## src/adc_defs.svh

```systemverilog
// Offsets, field positions, reset values and timing counts for the converter sequencer.
// Assumes a 25 MHz mclk; the times below that the logic uses are turned into whole clock cycles.
//
// What this block does
// - A conversion finishes within 385 ns fast or 520 ns normal.
// - Busy lasts at most 385/520 ns, except master read-after-convert or while a serial word is still unsent.
// - Wideband fast mode times exactly like ordinary fast mode.
// - After reset release busy stays high about 600 ns.
// - Parallel result valid within 385/520 ns of the start edge.
// - Parallel data valid at least 2 ns before busy falls.
// - Parallel bus request gets valid data within 20 ns.
// - Master read-after-convert frame sync rises about 383/500 ns after start.
// - Master read-after-convert busy falls only after frame sync falls.
// - Divider codes 00..11 start from minimum bit periods 8/16/32/64 ns, each half period rounded up to whole mclk cycles.
// - Divider codes 00..11 all give 80 ns, above the 14/26/52 ns maximum bit periods of codes 00..10.
// - Read-after-convert keeps busy through the transfer, 1.84/2.00 us fast/normal.
// - Read-during-convert bit clock period is 80 ns, two mclk cycles.
// - Chip select high releases serial data, sync and bit clock.
// - No pipeline latency: a result is readable when its conversion ends.
`ifndef ADC_DEFS_SVH
`define ADC_DEFS_SVH

// ----------------------------------------------------------------------------
// Clock and conversion from times to cycles
// ----------------------------------------------------------------------------
`define CLK_PERIOD_NS     40
`define CYC_FLOOR(ns)     ((((ns) / `CLK_PERIOD_NS) < 1) ? 1 : ((ns) / `CLK_PERIOD_NS))
`define CYC_CEIL(ns)      (((((ns) + `CLK_PERIOD_NS - 1) / `CLK_PERIOD_NS) < 1) ? 1 : \
                            (((ns) + `CLK_PERIOD_NS - 1) / `CLK_PERIOD_NS))

// ----------------------------------------------------------------------------
// Timing figures and derived counts
// ----------------------------------------------------------------------------
`define CONV_FAST_NS      385
`define CONV_NORM_NS      520
`define SYNC_FAST_NS      383
`define SYNC_NORM_NS      500
`define RESET_BUSY_NS     600
`define DATA_LEAD_NS      2
`define CONV_FAST_CYC     `CYC_FLOOR(`CONV_FAST_NS)
`define CONV_NORM_CYC     `CYC_FLOOR(`CONV_NORM_NS)
`define RESET_BUSY_CYC    `CYC_FLOOR(`RESET_BUSY_NS)
`define DATA_LEAD_CYC     `CYC_CEIL(`DATA_LEAD_NS)
`define SCLK_MIN_NS0      8
`define SCLK_MIN_NS1      16
`define SCLK_MIN_NS2      32
`define SCLK_MIN_NS3      64
`define SCLK_MAX_NS0      14
`define SCLK_MAX_NS1      26
`define SCLK_MAX_NS2      52
`define SCLK_MAX_NS3      103
`define HALF_CYC(ns)      `CYC_CEIL((ns) / 2)

// ----------------------------------------------------------------------------
// Register map
// ----------------------------------------------------------------------------
`define OFS_CTRL          8'h00
`define OFS_STATUS        8'h04
`define OFS_RESULT        8'h08
`define CTRL_FAST_BIT     0
`define CTRL_WIDE_BIT     1
`define CTRL_IF_LSB       2
`define CTRL_DIV_LSB      4
`define CTRL_WIDTH        6
`define CTRL_RESET        6'h00
`define STAT_BUSY_BIT     0
`define STAT_VALID_BIT    1
`define STAT_FULL_BIT     2
`define STAT_REFUSED_BIT  3

`endif

```

## src/adc_pkg.sv

```systemverilog
// Types used by the converter sequencer, not by its buffer.
// Assumes nothing beyond a SystemVerilog compiler.
package adc_pkg;
   typedef enum logic [1:0] {IF_PARALLEL, IF_MASTER_AFTER, IF_MASTER_DURING, IF_SLAVE} iface_mode_e;
   typedef enum logic [2:0] {ST_IDLE, ST_CONVERT, ST_SETTLE, ST_SHIFT, ST_DONE} conv_state_e;
endpackage

```

## src/two_entry_buffer.sv

```systemverilog
// Two-entry buffer with valid/ready on both sides.
// Assumes one clock and an active-low asynchronous reset.
`timescale 1ns/100ps
`default_nettype none
module two_entry_buffer #(
   parameter int WIDTH = 18
) (
   input  wire logic             mclk,
   input  wire logic             rst_n,
   input  wire logic             inValid,
   output logic                  inReady,
   input  wire logic [WIDTH-1:0] inData,
   output logic                  outValid,
   input  wire logic             outReady,
   output logic      [WIDTH-1:0] outData
);
   logic [WIDTH-1:0] entry0_reg;
   logic [WIDTH-1:0] entry1_reg;
   logic             wrPtr_reg;
   logic             rdPtr_reg;
   logic [1:0]       count_reg;
   logic             push;
   logic             pop;

   assign inReady  = (count_reg != 2'd2);
   assign outValid = (count_reg != 2'd0);
   assign push     = inValid & inReady;
   assign pop      = outValid & outReady;
   assign outData  = rdPtr_reg ? entry1_reg : entry0_reg;

   always_ff @(posedge mclk or negedge rst_n) begin
      if (!rst_n) begin
         entry0_reg <= '0;
         entry1_reg <= '0;
      end else if (push) begin
         if (wrPtr_reg) entry1_reg <= inData;
         else           entry0_reg <= inData;
      end
   end

   always_ff @(posedge mclk or negedge rst_n) begin
      if (!rst_n) begin
         wrPtr_reg <= 1'b0;
         rdPtr_reg <= 1'b0;
         count_reg <= 2'd0;
      end else begin
         if (push) wrPtr_reg <= ~wrPtr_reg;
         if (pop)  rdPtr_reg <= ~rdPtr_reg;
         if (push && !pop)      count_reg <= count_reg + 2'd1;
         else if (pop && !push) count_reg <= count_reg - 2'd1;
      end
   end
endmodule // two_entry_buffer
`default_nettype wire

```

## src/adc_conv_timing.sv

```systemverilog
// Conversion sequencer: start detection, busy timing, parallel and serial readout, APB registers.
// Assumes all pins synchronous to mclk; sampleData is the converter core's settled result.
//
// Our own choices: the APB interface to the registers and the address map.
`include "adc_defs.svh"
`timescale 1ns/100ps
`default_nettype none
module adc_conv_timing
   import adc_pkg::*;
#(
   parameter int RESULT_W = 18
) (
   input  wire logic                mclk,
   input  wire logic                rst_n,
   input  wire logic [7:0]          paddr,
   input  wire logic                psel,
   input  wire logic                penable,
   input  wire logic                pwrite,
   input  wire logic [31:0]         pwdata,
   output logic      [31:0]         prdata,
   output logic                     pready,
   output logic                     pslverr,
   input  wire logic                conversion_start_n,
   input  wire logic [RESULT_W-1:0] sampleData,
   output logic                     busy,
   input  wire logic                chipSelect_n,
   input  wire logic                readEnable_n,
   output logic      [RESULT_W-1:0] parallelData,
   output logic                     parallelOe_n,
   input  wire logic                serialClockIn,
   output logic                     serialClockOut,
   output logic                     serialClockOe_n,
   output logic                     frameSync,
   output logic                     frameSyncOe_n,
   input  wire logic                serial_data_in,
   output logic                     serial_data_out,
   output logic                     serialDataOe_n
);
   localparam int BITS_W = $clog2(RESULT_W + 1);

   // ----------------------------------------------------------------------------
   // Declarations
   // ----------------------------------------------------------------------------
   logic [`CTRL_WIDTH-1:0] ctrl_reg;
   logic                   refused_reg;
   logic [31:0]            rdData_reg;
   conv_state_e            state_reg;
   logic [3:0]             convCount_reg;
   logic [4:0]             resetHold_reg;
   logic                   startPrev_reg;
   logic                   fastLatched_reg;
   logic [RESULT_W-1:0]    result_reg;
   logic                   resultValid_reg;
   logic [RESULT_W-1:0]    shift_reg;
   logic [BITS_W-1:0]      bitsLeft_reg;
   logic                   shiftLoaded_reg;
   logic                   shiftRun_reg;
   logic                   sclk_reg;
   logic                   sclkInPrev_reg;
   logic [3:0]             halfCount_reg;
   iface_mode_e            iface;
   logic                   fastMode;
   logic                   masterMode;
   logic                   serialMode;
   logic                   startEdge;
   logic                   startAccept;
   logic                   bufInValid;
   logic                   bufInReady;
   logic                   bufOutValid;
   logic                   bufOutReady;
   logic [RESULT_W-1:0]    bufOutData;
   logic                   popFire;
   logic                   halfTick;
   logic                   bitStep;
   logic [3:0]             halfCycles;
   logic                   addrHit;
   logic                   apbWrite;

   // ----------------------------------------------------------------------------
   // Mode decode
   // ----------------------------------------------------------------------------
   assign iface      = iface_mode_e'(ctrl_reg[`CTRL_IF_LSB +: 2]);
   assign fastMode   = ctrl_reg[`CTRL_FAST_BIT] | ctrl_reg[`CTRL_WIDE_BIT];
   assign masterMode = (iface == IF_MASTER_AFTER) || (iface == IF_MASTER_DURING);
   assign serialMode = (iface != IF_PARALLEL);

   // ----------------------------------------------------------------------------
   // Start detection
   // ----------------------------------------------------------------------------
   assign startEdge   = startPrev_reg & ~conversion_start_n;
   assign startAccept = startEdge && (state_reg == ST_IDLE) && (resetHold_reg == 5'd0) && bufInReady;

   always_ff @(posedge mclk or negedge rst_n) begin
      if (!rst_n) startPrev_reg <= 1'b1;
      else        startPrev_reg <= conversion_start_n;
   end

   always_ff @(posedge mclk or negedge rst_n) begin
      if (!rst_n)                     resetHold_reg <= 5'(`RESET_BUSY_CYC);
      else if (resetHold_reg != 5'd0) resetHold_reg <= resetHold_reg - 5'd1;
   end

   // ----------------------------------------------------------------------------
   // Conversion sequence
   // ----------------------------------------------------------------------------
   always_ff @(posedge mclk or negedge rst_n) begin
      if (!rst_n) begin
         state_reg       <= ST_IDLE;
         convCount_reg   <= 4'd0;
         fastLatched_reg <= 1'b0;
      end else begin
         case (state_reg)
            ST_IDLE: begin
               if (startAccept) begin
                  fastLatched_reg <= fastMode;
                  // conversion length, leaving room for hand-off
                  convCount_reg   <= fastMode ? 4'(`CONV_FAST_CYC - 2 - `DATA_LEAD_CYC)
                                              : 4'(`CONV_NORM_CYC - 2 - `DATA_LEAD_CYC);
                  state_reg       <= ST_CONVERT;
               end
            end
            ST_CONVERT: begin
               if (convCount_reg == 4'd0) begin
                  if (bufInReady) state_reg <= ST_SETTLE;
               end else begin
                  convCount_reg <= convCount_reg - 4'd1;
               end
            end
            ST_SETTLE: begin
               // result register loads a cycle before busy drops, or as the read-after-convert shift starts
               if (popFire) state_reg <= (iface == IF_MASTER_AFTER) ? ST_SHIFT : ST_DONE;
            end
            ST_SHIFT: begin
               if (!shiftLoaded_reg) state_reg <= ST_DONE;
            end
            ST_DONE:  state_reg <= ST_IDLE;
            default:  state_reg <= ST_IDLE;
         endcase
      end
   end

   assign busy       = (state_reg != ST_IDLE) || (resetHold_reg != 5'd0);
   assign bufInValid = (state_reg == ST_CONVERT) && (convCount_reg == 4'd0);

   // ----------------------------------------------------------------------------
   // Result buffer
   // ----------------------------------------------------------------------------
   // A serial word still going out stalls the buffer, so the sequence waits in ST_SETTLE with busy high and refuses starts
   assign bufOutReady = !serialMode || !shiftLoaded_reg;
   assign popFire     = bufOutValid & bufOutReady;

   two_entry_buffer #(
      .WIDTH (RESULT_W)
   ) resultBuffer (
      .mclk     (mclk),
      .rst_n    (rst_n),
      .inValid  (bufInValid),
      .inReady  (bufInReady),
      .inData   (sampleData),
      .outValid (bufOutValid),
      .outReady (bufOutReady),
      .outData  (bufOutData)
   );

   always_ff @(posedge mclk or negedge rst_n) begin
      if (!rst_n) begin
         result_reg      <= '0;
         resultValid_reg <= 1'b0;
      end else if (popFire) begin
         result_reg      <= bufOutData;
         resultValid_reg <= 1'b1;
      end
   end

   // ----------------------------------------------------------------------------
   // Parallel port
   // ----------------------------------------------------------------------------
   // data from the result register
   assign parallelData = result_reg;
   assign parallelOe_n = chipSelect_n | readEnable_n | (iface != IF_PARALLEL);

   // ----------------------------------------------------------------------------
   // Serial port
   // ----------------------------------------------------------------------------
   // half period per divider code
   always_comb begin
      case (ctrl_reg[`CTRL_DIV_LSB +: 2])
         2'b00:   halfCycles = 4'(`HALF_CYC(`SCLK_MIN_NS0));
         2'b01:   halfCycles = 4'(`HALF_CYC(`SCLK_MIN_NS1));
         2'b10:   halfCycles = 4'(`HALF_CYC(`SCLK_MIN_NS2));
         default: halfCycles = 4'(`HALF_CYC(`SCLK_MIN_NS3));
      endcase
   end

   always_ff @(posedge mclk or negedge rst_n) begin
      if (!rst_n)                                 halfCount_reg <= 4'd0;
      else if (!shiftRun_reg || halfCount_reg == 4'd0) halfCount_reg <= halfCycles - 4'd1;
      else                                        halfCount_reg <= halfCount_reg - 4'd1;
   end

   always_ff @(posedge mclk or negedge rst_n) begin
      if (!rst_n) sclkInPrev_reg <= 1'b0;
      else        sclkInPrev_reg <= serialClockIn;
   end

   // fastest clock the mclk allows in read-during-convert
   assign halfTick = shiftRun_reg && masterMode && (halfCount_reg == 4'd0);
   // Master shifts on its own falling edge, slave on the host's rising edge
   assign bitStep  = masterMode ? (halfTick && sclk_reg)
                                : (shiftRun_reg && !chipSelect_n && serialClockIn && !sclkInPrev_reg);

   always_ff @(posedge mclk or negedge rst_n) begin
      if (!rst_n) begin
         shift_reg       <= '0;
         bitsLeft_reg    <= '0;
         shiftLoaded_reg <= 1'b0;
         shiftRun_reg    <= 1'b0;
         sclk_reg        <= 1'b0;
      end else if (popFire && serialMode) begin
         shift_reg       <= bufOutData;
         bitsLeft_reg    <= BITS_W'(RESULT_W);
         shiftLoaded_reg <= 1'b1;
         // after-convert sync rises as conversion ends
         shiftRun_reg    <= (iface != IF_MASTER_DURING);
         sclk_reg        <= 1'b0;
      end else if (startAccept && shiftLoaded_reg && !shiftRun_reg) begin
         shiftRun_reg    <= 1'b1;
      end else if (shiftRun_reg) begin
         if (halfTick && !sclk_reg) sclk_reg <= 1'b1;
         if (bitStep) begin
            sclk_reg     <= 1'b0;
            shift_reg    <= {shift_reg[RESULT_W-2:0], serial_data_in};
            bitsLeft_reg <= bitsLeft_reg - BITS_W'(1);
            if (bitsLeft_reg == BITS_W'(1)) begin
               shiftRun_reg    <= 1'b0;
               shiftLoaded_reg <= 1'b0;
            end
         end
      end
   end

   // sync falls before the sequence leaves the shift state
   assign frameSync       = shiftRun_reg && masterMode;
   assign serialClockOut  = sclk_reg;
   assign serial_data_out = shift_reg[RESULT_W-1];
   assign serialClockOe_n = chipSelect_n | ~masterMode;
   assign frameSyncOe_n   = chipSelect_n | ~masterMode;
   assign serialDataOe_n  = chipSelect_n | ~serialMode;

   // ----------------------------------------------------------------------------
   // APB registers
   // ----------------------------------------------------------------------------
   assign addrHit  = (paddr == `OFS_CTRL) || (paddr == `OFS_STATUS) || (paddr == `OFS_RESULT);
   assign apbWrite = psel & penable & pwrite;
   assign pready   = 1'b1;
   assign pslverr  = psel & penable & ~addrHit;
   assign prdata   = rdData_reg;

   always_ff @(posedge mclk or negedge rst_n) begin
      if (!rst_n)                                  ctrl_reg <= `CTRL_RESET;
      else if (apbWrite && paddr == `OFS_CTRL)     ctrl_reg <= pwdata[`CTRL_WIDTH-1:0];
   end

   // Sticky refused-start flag; a new refusal beats a clear in the same cycle
   always_ff @(posedge mclk or negedge rst_n) begin
      if (!rst_n)                                  refused_reg <= 1'b0;
      else if (startEdge && !startAccept)          refused_reg <= 1'b1;
      else if (apbWrite && paddr == `OFS_STATUS && pwdata[`STAT_REFUSED_BIT]) refused_reg <= 1'b0;
   end

   // Read data captured in the setup phase, held through the access phase
   always_ff @(posedge mclk or negedge rst_n) begin
      if (!rst_n) begin
         rdData_reg <= 32'h0000_0000;
      end else if (psel && !penable && !pwrite) begin
         rdData_reg <= 32'h0000_0000;
         case (paddr)
            `OFS_CTRL:   rdData_reg[`CTRL_WIDTH-1:0] <= ctrl_reg;
            `OFS_STATUS: begin
               rdData_reg[`STAT_BUSY_BIT]    <= busy;
               rdData_reg[`STAT_VALID_BIT]   <= resultValid_reg;
               rdData_reg[`STAT_FULL_BIT]    <= ~bufInReady;
               rdData_reg[`STAT_REFUSED_BIT] <= refused_reg;
            end
            `OFS_RESULT: rdData_reg[RESULT_W-1:0] <= result_reg;
            default:     rdData_reg <= 32'h0000_0000;
         endcase
      end
   end
endmodule // adc_conv_timing
`default_nettype wire

```

## config.mk

```make
export PLATFORM = sky130hd
export DESIGN_NAME = adc_conv_timing
export DESIGN_NICKNAME = d
export VERILOG_FILES = /design/src/adc_pkg.sv /design/src/two_entry_buffer.sv /design/src/adc_conv_timing.sv
export VERILOG_INCLUDE_DIRS = /design/src /design/src/src
export SDC_FILE = /design/constraint.sdc
export NUM_CORES = 1
export LEC_CHECK = 0
export BUFFER_PORTS_ARGS = -buffer_cell sky130_fd_sc_hd__buf_2
export CAP_MARGIN = 0
export CORE_UTILIZATION = 54
export DETAILED_ROUTE_END_ITERATION = 7
export GPL_TIMING_DRIVEN = 0
export PLACE_DENSITY = 0.9
export SYNTH_ARGS = -nofsm -noshare
export SYNTH_HDL_FRONTEND = slang
export SYNTH_SLANG_ARGS = --single-unit
```

## constraint.sdc

```tcl
create_clock -name mclk -period 2.55 [get_ports mclk]
set_clock_uncertainty 0.2 [all_clocks]
set_input_delay 0.3825 -clock mclk [delete_from_list [all_inputs] [get_ports mclk]]
set_output_delay 0.3825 -clock mclk [all_outputs]
set_load 0.005 [all_outputs]
```

==> results of run 1 <==
==> through the flow <==
| stage | setup TNS, ps | cells | power, mW |
|---|---|---|---|
| 6_report | 0 | 799 | 8.21 |
| 5_1_grt | 0 | 799 | 8.59 |
| 4_1_cts | 0 | 798 | 8.15 |
| 3_5_place_dp | -7050 | 736 | 5.53 |
| 3_3_place_gp | -72690 | 735 | 5.32 |
| 2_1_floorplan | 0 | 515 | 4.73 |
==> cell usage after synthesis (all sizes together), types with 6 or more instances <==
| cell type | instances |
|---|---|
| nand2 | 31 |
| clkbuf | 15 |
| a21oi | 30 |
| nor3 | 8 |
| nand3 | 18 |
| mux2i | 30 |
| a22o | 13 |
| inv | 15 |
| dfrtp | 123 |
| mux2 | 43 |
| ha | 10 |
| o221ai | 16 |
| nand2b | 6 |
| buf | 27 |
| o21ai | 20 |
| or3 | 8 |
| nor2 | 33 |
==> layout make-up <==
class	count	share of cell area
well taps	136	0.0227
clock inverters	14	0.0239
inverters	15	0.00753
repair buffers	118	0.103
flip-flops and latches	128	0.429
plain buffers	40	0.0338
multi-input cells	330	0.323
clock buffers	18	0.0572
==> kinds of logic after synthesis <==
logic type	Yosys count	share of synthesized area
DFF	128	0.549
other	2	0.00128
adders and majority gates	10	0.0214
muxes	73	0.141
AOI/OAI and AO/OA	91	0.103
xor gates and xnor gates	8	0.0120
and+or+nand+nor	133	0.121
buffers and inverters	57	0.0524
==> power breakdown <==
group          switching (mW)  total [mW]  leakage, nW  internal (mW)
Clock                   0.979        2.51        0.294           1.53
Combinational            1.30        2.43         1.70           1.13
Sequential              0.530        3.26         1.60           2.73
==> worst reg2reg max path, cell delays in order, from the launching register on <==
cell and delay, ps:
dfrtp_1 430, inv_1 90, ha_1 390, and3_1 250, a22oi_2 350, clkbuf_2 330
o21ai_0 150, a21oi_1 190
==> worst paths after layout <==
path                                  start                     endpoint  slack (ps)  cells after the start
setup reg to reg                ctrl_reg[2]              bitsLeft_reg[2]          80                      7
hold / removal               serial_data_in                 shift_reg[0]          30                      3
setup / recovery                ctrl_reg[2]              bitsLeft_reg[2]          80                      7
min in group asynchronous             rst_n               sclkInPrev_reg          70                      2
max in group asynchronous             rst_n  resultBuffer.entry1_reg[11]        1320                      3
hold reg to reg            halfCount_reg[0]             halfCount_reg[0]         250                      1
==> cells in the final DEF (no fill, tap or decap), types with 8 or more instances in the layout <==
cell type,netlist,final
mux2i_1,30,30
inv_1,15,15
nor2_1,33,33
o21ai_0,20,20
dfrtp_1,123,123
nand2_1,30,30
ha_1,10,10
o221ai_1,16,16
mux2_4,10,10
conb_1,2,15
a21oi_1,30,30
buf_4,17,23
clkbuf_16,0,16
mux2_2,31,31
dlygate4sd3_1,0,27
buf_2,2,84
or3_1,8,8
a22o_1,13,13
nand3_1,18,18
clkbuf_1,15,11
==> metal layers <==
layer	part of all wire	up-vias	track usage	wire [microns]
li1	-	2049	-	-
met1	0.40	2272	0.332	5750
met2	0.50	248	0.452	7180
met3	0.067	59	0.0699	969
met4	0.035	0	0.124	503
met5	0	-	0	0
==> timing repair <==
action,4_1_cts,5_1_grt
buffers inserted,3,3
hold buffers,27,0
setup endpoints to repair,34,53
pin swaps,1,1
endpoints found under the hold margin,173,0
gates resized for setup,6,6
==> flow_summary_export.csv, run 1 <==
group,metric,value,unit
outcome,status,"finished clean",
placement,place_area,6520,sq um
cts,cts.sinks,128,
placement,pre_cts_ws,-378,ps
layout,layout-drive-gt1-share,0.318,
cts,clockRootBuffer,"clkbuf_8",
floorplanning,dieArea,11200,sq um
timing,tightestPinTransition,963,ps
setup_path,crit_type,"flip-flop to flip-flop",
placement,gp_congestion,0.829,
setup_path,slowest_delay,430,ps
cts,cts_buffer_depth,2,
floorplanning,core_area,10400,sq um
layout,ff_latch_area,3210,sq um
layout,multi_input_area,2420,sq um
layout,layout.nets,728,
setup_path,required,2790,ps
timing,fin_crit_sh,0.969,
synthesis,ys_seq_area_frac,0.549,
detailed_routing,drc_errors,0,
timing,fmax,0.405,GHz
setup_path,start_kind,"flip-flop",
floorplanning,boundaryPins,128,
floorplanning,rows,37,
synthesis,synthArstFlopShare,1.00,
global_route,grt_util_all_layers,0.271,
synthesis,yosysUniqueCellTypes,56,
setup_path,slowest_stage,"dfrtp_1",
synthesis,synth-seq-cells,128,
synthesis,syn-cell-area,5850,sq um
synthesis,yosys.area.top_type,"dfrtp_1",
setup_path,cp_cell_sequence,"inv_1 > ha_1 > and3_1 > a22oi_2 > clkbuf_2 > o21ai_0 > a21oi_1",
timing,drv_slew,0,
timing,layout_setup_ws,80.1,ps
global_route,grt_pass1_vias,4681,
cts,clk_latency,530,ps
layout,num_antenna_cells,0,
timing,hold_violations,0,
cts,clkSlewWorstSetupHoldPaths,60,ps
synthesis,synth_edf_count,0,
layout,fin_area,7480,sq um
detailed_routing,drt-total-wl,14400,microns
detailed_routing,drt-initial-drc-count,403,
setup_path,cp_top_family,"compound AO/OA/AOI/OAI gates",
detailed_routing,routedWlPerCell,18.0,microns
timing,rsz0062_at_grt,"no",
timing,hold_ws,33.5,ps
floorplanning,die_y,106,microns
floorplanning,die_w,106,microns
placement,hpwl,9450,microns
detailed_routing,num_vias,4628,
global_route,antenna_found_initial,0,
timing,period_needed,2470,ps
placement,io_buffers,84,
worst_hold_path,hp-class,"input pin to flip-flop",
layout,syn_to_final_growth,27.9,%
global_route,grt_pass1_wl,23200,microns
run,maxCapViolations,0,
timing,slew_headroom,0.353,
cts,cts_tree,"yes",
cts,cts_max_level,4,
detailed_routing,viasPerCell,5.79,
setup_path,worstPathArrival,2710,ps
global_route,overflow,0,
detailed_routing,antenna_left,0,
synthesis,ys_top_cells_by_area,"dfrtp_1 53%, mux2_2 6.0%, mux2i_1 5.1%",
cts,cts_made_buffers,17,
layout,num-fill-cells,653,
detailed_routing,drt_pass1_iterations,5,
pwr,vdd_drop_max,564,uV
layout,utilization,0.718,
synthesis,netlist_instances,502,
timing,setup_viol,0,
setup_path,cp_max_fo,10,
synthesis,syn_avg_cell_area,11.6,sq um
synthesis,ys.flop_type,"dfrtp_1",
pwr,leakagePower,3.60,nW
floorplanning,initial_core_util,0.561,
setup_path,crit_path_end_kind,"flip-flop",
setup_path,path_buf_inv,2,
pwr,cellPowerDensity,1100,nW/um^2
synthesis,synth_warnings,0,
synthesis,synth_top_area_frac,0.526,
global_route,grt_max_degree,106,
Note: power is estimated with default switching activity, not from simulation.
==> inputs of run 2 (changes only) <==
--- a/config.mk
+++ b/config.mk
@@ -10,7 +10,6 @@
 export CAP_MARGIN = 0
 export CORE_UTILIZATION = 54
 export DETAILED_ROUTE_END_ITERATION = 7
-export GPL_TIMING_DRIVEN = 0
 export PLACE_DENSITY = 0.9
 export SYNTH_ARGS = -nofsm -noshare
 export SYNTH_HDL_FRONTEND = slang
==> run 2 against run 1 <==
Flip-flop and latch count stayed put. Sequential share of layout area increased by 1.4 points. Via count down 4.3%. Sequential power increased by 1%. Routed wire length down 4.1%. Setup slack hardly changed. Clock power decreased by 13%. Global-route usage shrank 1.3 points. Utilization decreased by 2.2 points. Fmax about the same. First-iteration DRC count decreased by 26%. Highest routed layer unchanged.
==> flow_summary_export.csv, run 2 (synthesis gave the netlist of run 1 again) <==
group,metric,value,unit
worst_hold_path,worstHoldStart,"paddr[2]",
cts,cts_buffer_depth,2,
detailed_routing,antenna_left,0,
global_route,grt_use_met1,0.317,
cts,cts_tree,"yes",
cts,cts_max_level,4,
setup_path,rr_worst_depth,8,
worst_hold_path,min_delay_worst_endpoint,"refused_reg",
setup_path,cp_cell_sequence,"inv_1 > ha_1 > nor4b_4 > a22oi_1 > buf_4 > buf_4 > nand3_1 > o221ai_1",
setup_path,start_kind,"flip-flop",
global_route,grt_pass1_wl,22200,microns
worst_hold_path,hold_depth,4,
setup_path,cp_max_fo,17,
layout,layout_common_cells,"123 x dfrtp_1, 85 x buf_2, 33 x nor2_1, 31 x mux2_2",
timing,fmax,0.405,GHz
detailed_routing,drc_errors,0,
global_route,grt_util_all_layers,0.258,
pwr,share_comb_of_total_power,0.302,
pwr,switching_power,2.72,mW
run,maxCapViolations,0,
global_route,globalRouteMet2Util,0.426,
placement,gp_congestion,0.812,
setup_path,regToRegStartpoint,"ctrl_reg[2]",
setup_path,ff2ff_setup_slack,80,ps
pwr,swShare,0.348,
timing,tightestPinTransition,651,ps
timing,hold_ws,76.0,ps
setup_path,crit_path_end_kind,"flip-flop",
cts,cts_setup_buffers,0,
floorplanning,rows,37,
layout,layout.nets,700,
timing,period_needed,2470,ps
pwr,power,7.84,mW
pwr,seq_power_share,0.420,
timing,fin_crit_sh,0.968,
detailed_routing,routedWlPerCell,17.9,microns
timing,slew_headroom,0.562,
detailed_routing,drt_pass1_iterations,5,
detailed_routing,viasPerCell,5.75,
worst_hold_path,hp-class,"input pin to flip-flop",
global_route,grt_use_met3,0.0699,
layout,syn_to_final_growth,24.0,%
setup_path,crit_type,"flip-flop to flip-flop",
layout,layout-drive-gt1-share,0.302,
setup_path,worstPathArrival,2620,ps
floorplanning,boundaryPins,128,
detailed_routing,num_vias,4431,
layout,num_antenna_cells,0,
global_route,grt_max_degree,48,
detailed_routing,drt-initial-drc-count,298,
placement,io_buffers,86,
floorplanning,die_y,106,microns
outcome,status,"finished clean",
global_route,grt_pass1_vias,4466,
setup_path,slowest_delay,430,ps
global_route,antenna_found_initial,0,
placement,hpwl,8890,microns
timing,hold_violations,0,
pwr,cellPowerDensity,1080,nW/um^2
global_route,overflow,0,
cts,clk_latency,520,ps
setup_path,crit_top_cell,"buf_4",
pwr,pwr-share-clk,0.278,
timing,setup_viol,0,
floorplanning,dieArea,11200,sq um
timing,drv_slew,0,
cts,clockRootBuffer,"clkbuf_8",
pwr,leakagePower,3.46,nW
global_route,top_usage_layer,"met2",
pwr,vdd_drop_max,660,uV
floorplanning,die_w,106,microns
setup_path,slowest_stage,"dfrtp_1",
pwr,p_int,5.12,mW
cts,clkSlewWorstSetupHoldPaths,60,ps
layout,final_common_cell,"dfrtp_1",
setup_path,required,2700,ps
timing,finalSetupTns,0,ps
floorplanning,core_area,10400,sq um
detailed_routing,drt-total-wl,13800,microns
cts,cts_made_buffers,17,
setup_path,rr_endpoint,"shift_reg[4]",
cts,cts.sinks,128,
floorplanning,initial_core_util,0.561,
run 2: cell types whose count changed in the layout (fill, tap and decap cells not counted), moves of 3 or more:
cell	previous run	this run
buf_6	3	0
clkbuf_2	3	0
clkbuf_1	11	2
buf_4	23	15
clkinvlp_4	2	5
buf_1	3	0
inv_6	4	0
run 2: layout make-up:
type                            count  area [sq um]
Tap cell                          136           170
Sequential cell                   128          3210
Clock buffer                       19           422
Fill cell                         660          3170
Inverter                           15          56.3
Clock inverter                     13           118
Multi-Input combinational cell    330          2410
Timing Repair Buffer              130           858
run 2: metrics by stage:
stage / setup WS, ps / area [sq um] / instances / util
3_5_place_dp: 67.5 / 6400 / 711 / 0.614
2_1_floorplan: 178 / 5900 / 515 / -
4_1_cts: 2.94 / 7220 / 771 / 0.693
5_1_grt: -24.8 / 7250 / 771 / 0.696
3_3_place_gp: 127 / 6400 / 711 / 0.614
6_report: 80.4 / 7250 / 771 / 0.696
run 2: metal layers:
metal	vias to the layer above	part of all wire	routed length, microns
met5	-	0	0
met1	2192	0.40	5530
met2	209	0.51	6980
met4	0	0.027	376
met3	37	0.067	922
li1	1993	-	-
run 2: what timing repair did:
action / 4_1_cts / 5_1_grt
gates resized for setup: 0 / 4
hold buffers: 28 / 0
endpoints found under the setup margin: 0 / 40
endpoints found under the hold margin: 79 / 0
run 2: worst max path at each step:
stage / start / endpoint / slack, ps / depth (start not counted)
CTS: ctrl_reg[2] / bitsLeft_reg[3] / 3 / 7
finish: ctrl_reg[2] / shift_reg[4] / 80 / 8
global placement: ctrl_reg[2] / shift_reg[17] / 130 / 8
global route: ctrl_reg[3] / shift_reg[4] / -20 / 8
floorplan: convCount_reg[0] / resultBuffer.entry0_reg[10] / 180 / 7
detailed placement: convCount_reg[0] / resultBuffer.entry1_reg[7] / 70 / 6
run 2: critical path: cells and delay by family, from the launching register on:
family	cells	cell delay, ps
AOI/OAI and AO/OA	2	290
and+or+nand+nor	2	500
adders and majority gates	1	390
DFF	1	430
buffers and inverters	3	500
run 2: power groups by stage:
stage	sequential (mW)	clock (mW)	combinational, mW
after detailed placement	3.27	0	2.22
after CTS	3.27	2.19	2.33
after global placement	3.21	0	2.07
final	3.30	2.18	2.37
after global routing	3.36	2.28	2.58
after floorplan	3.10	0	1.63
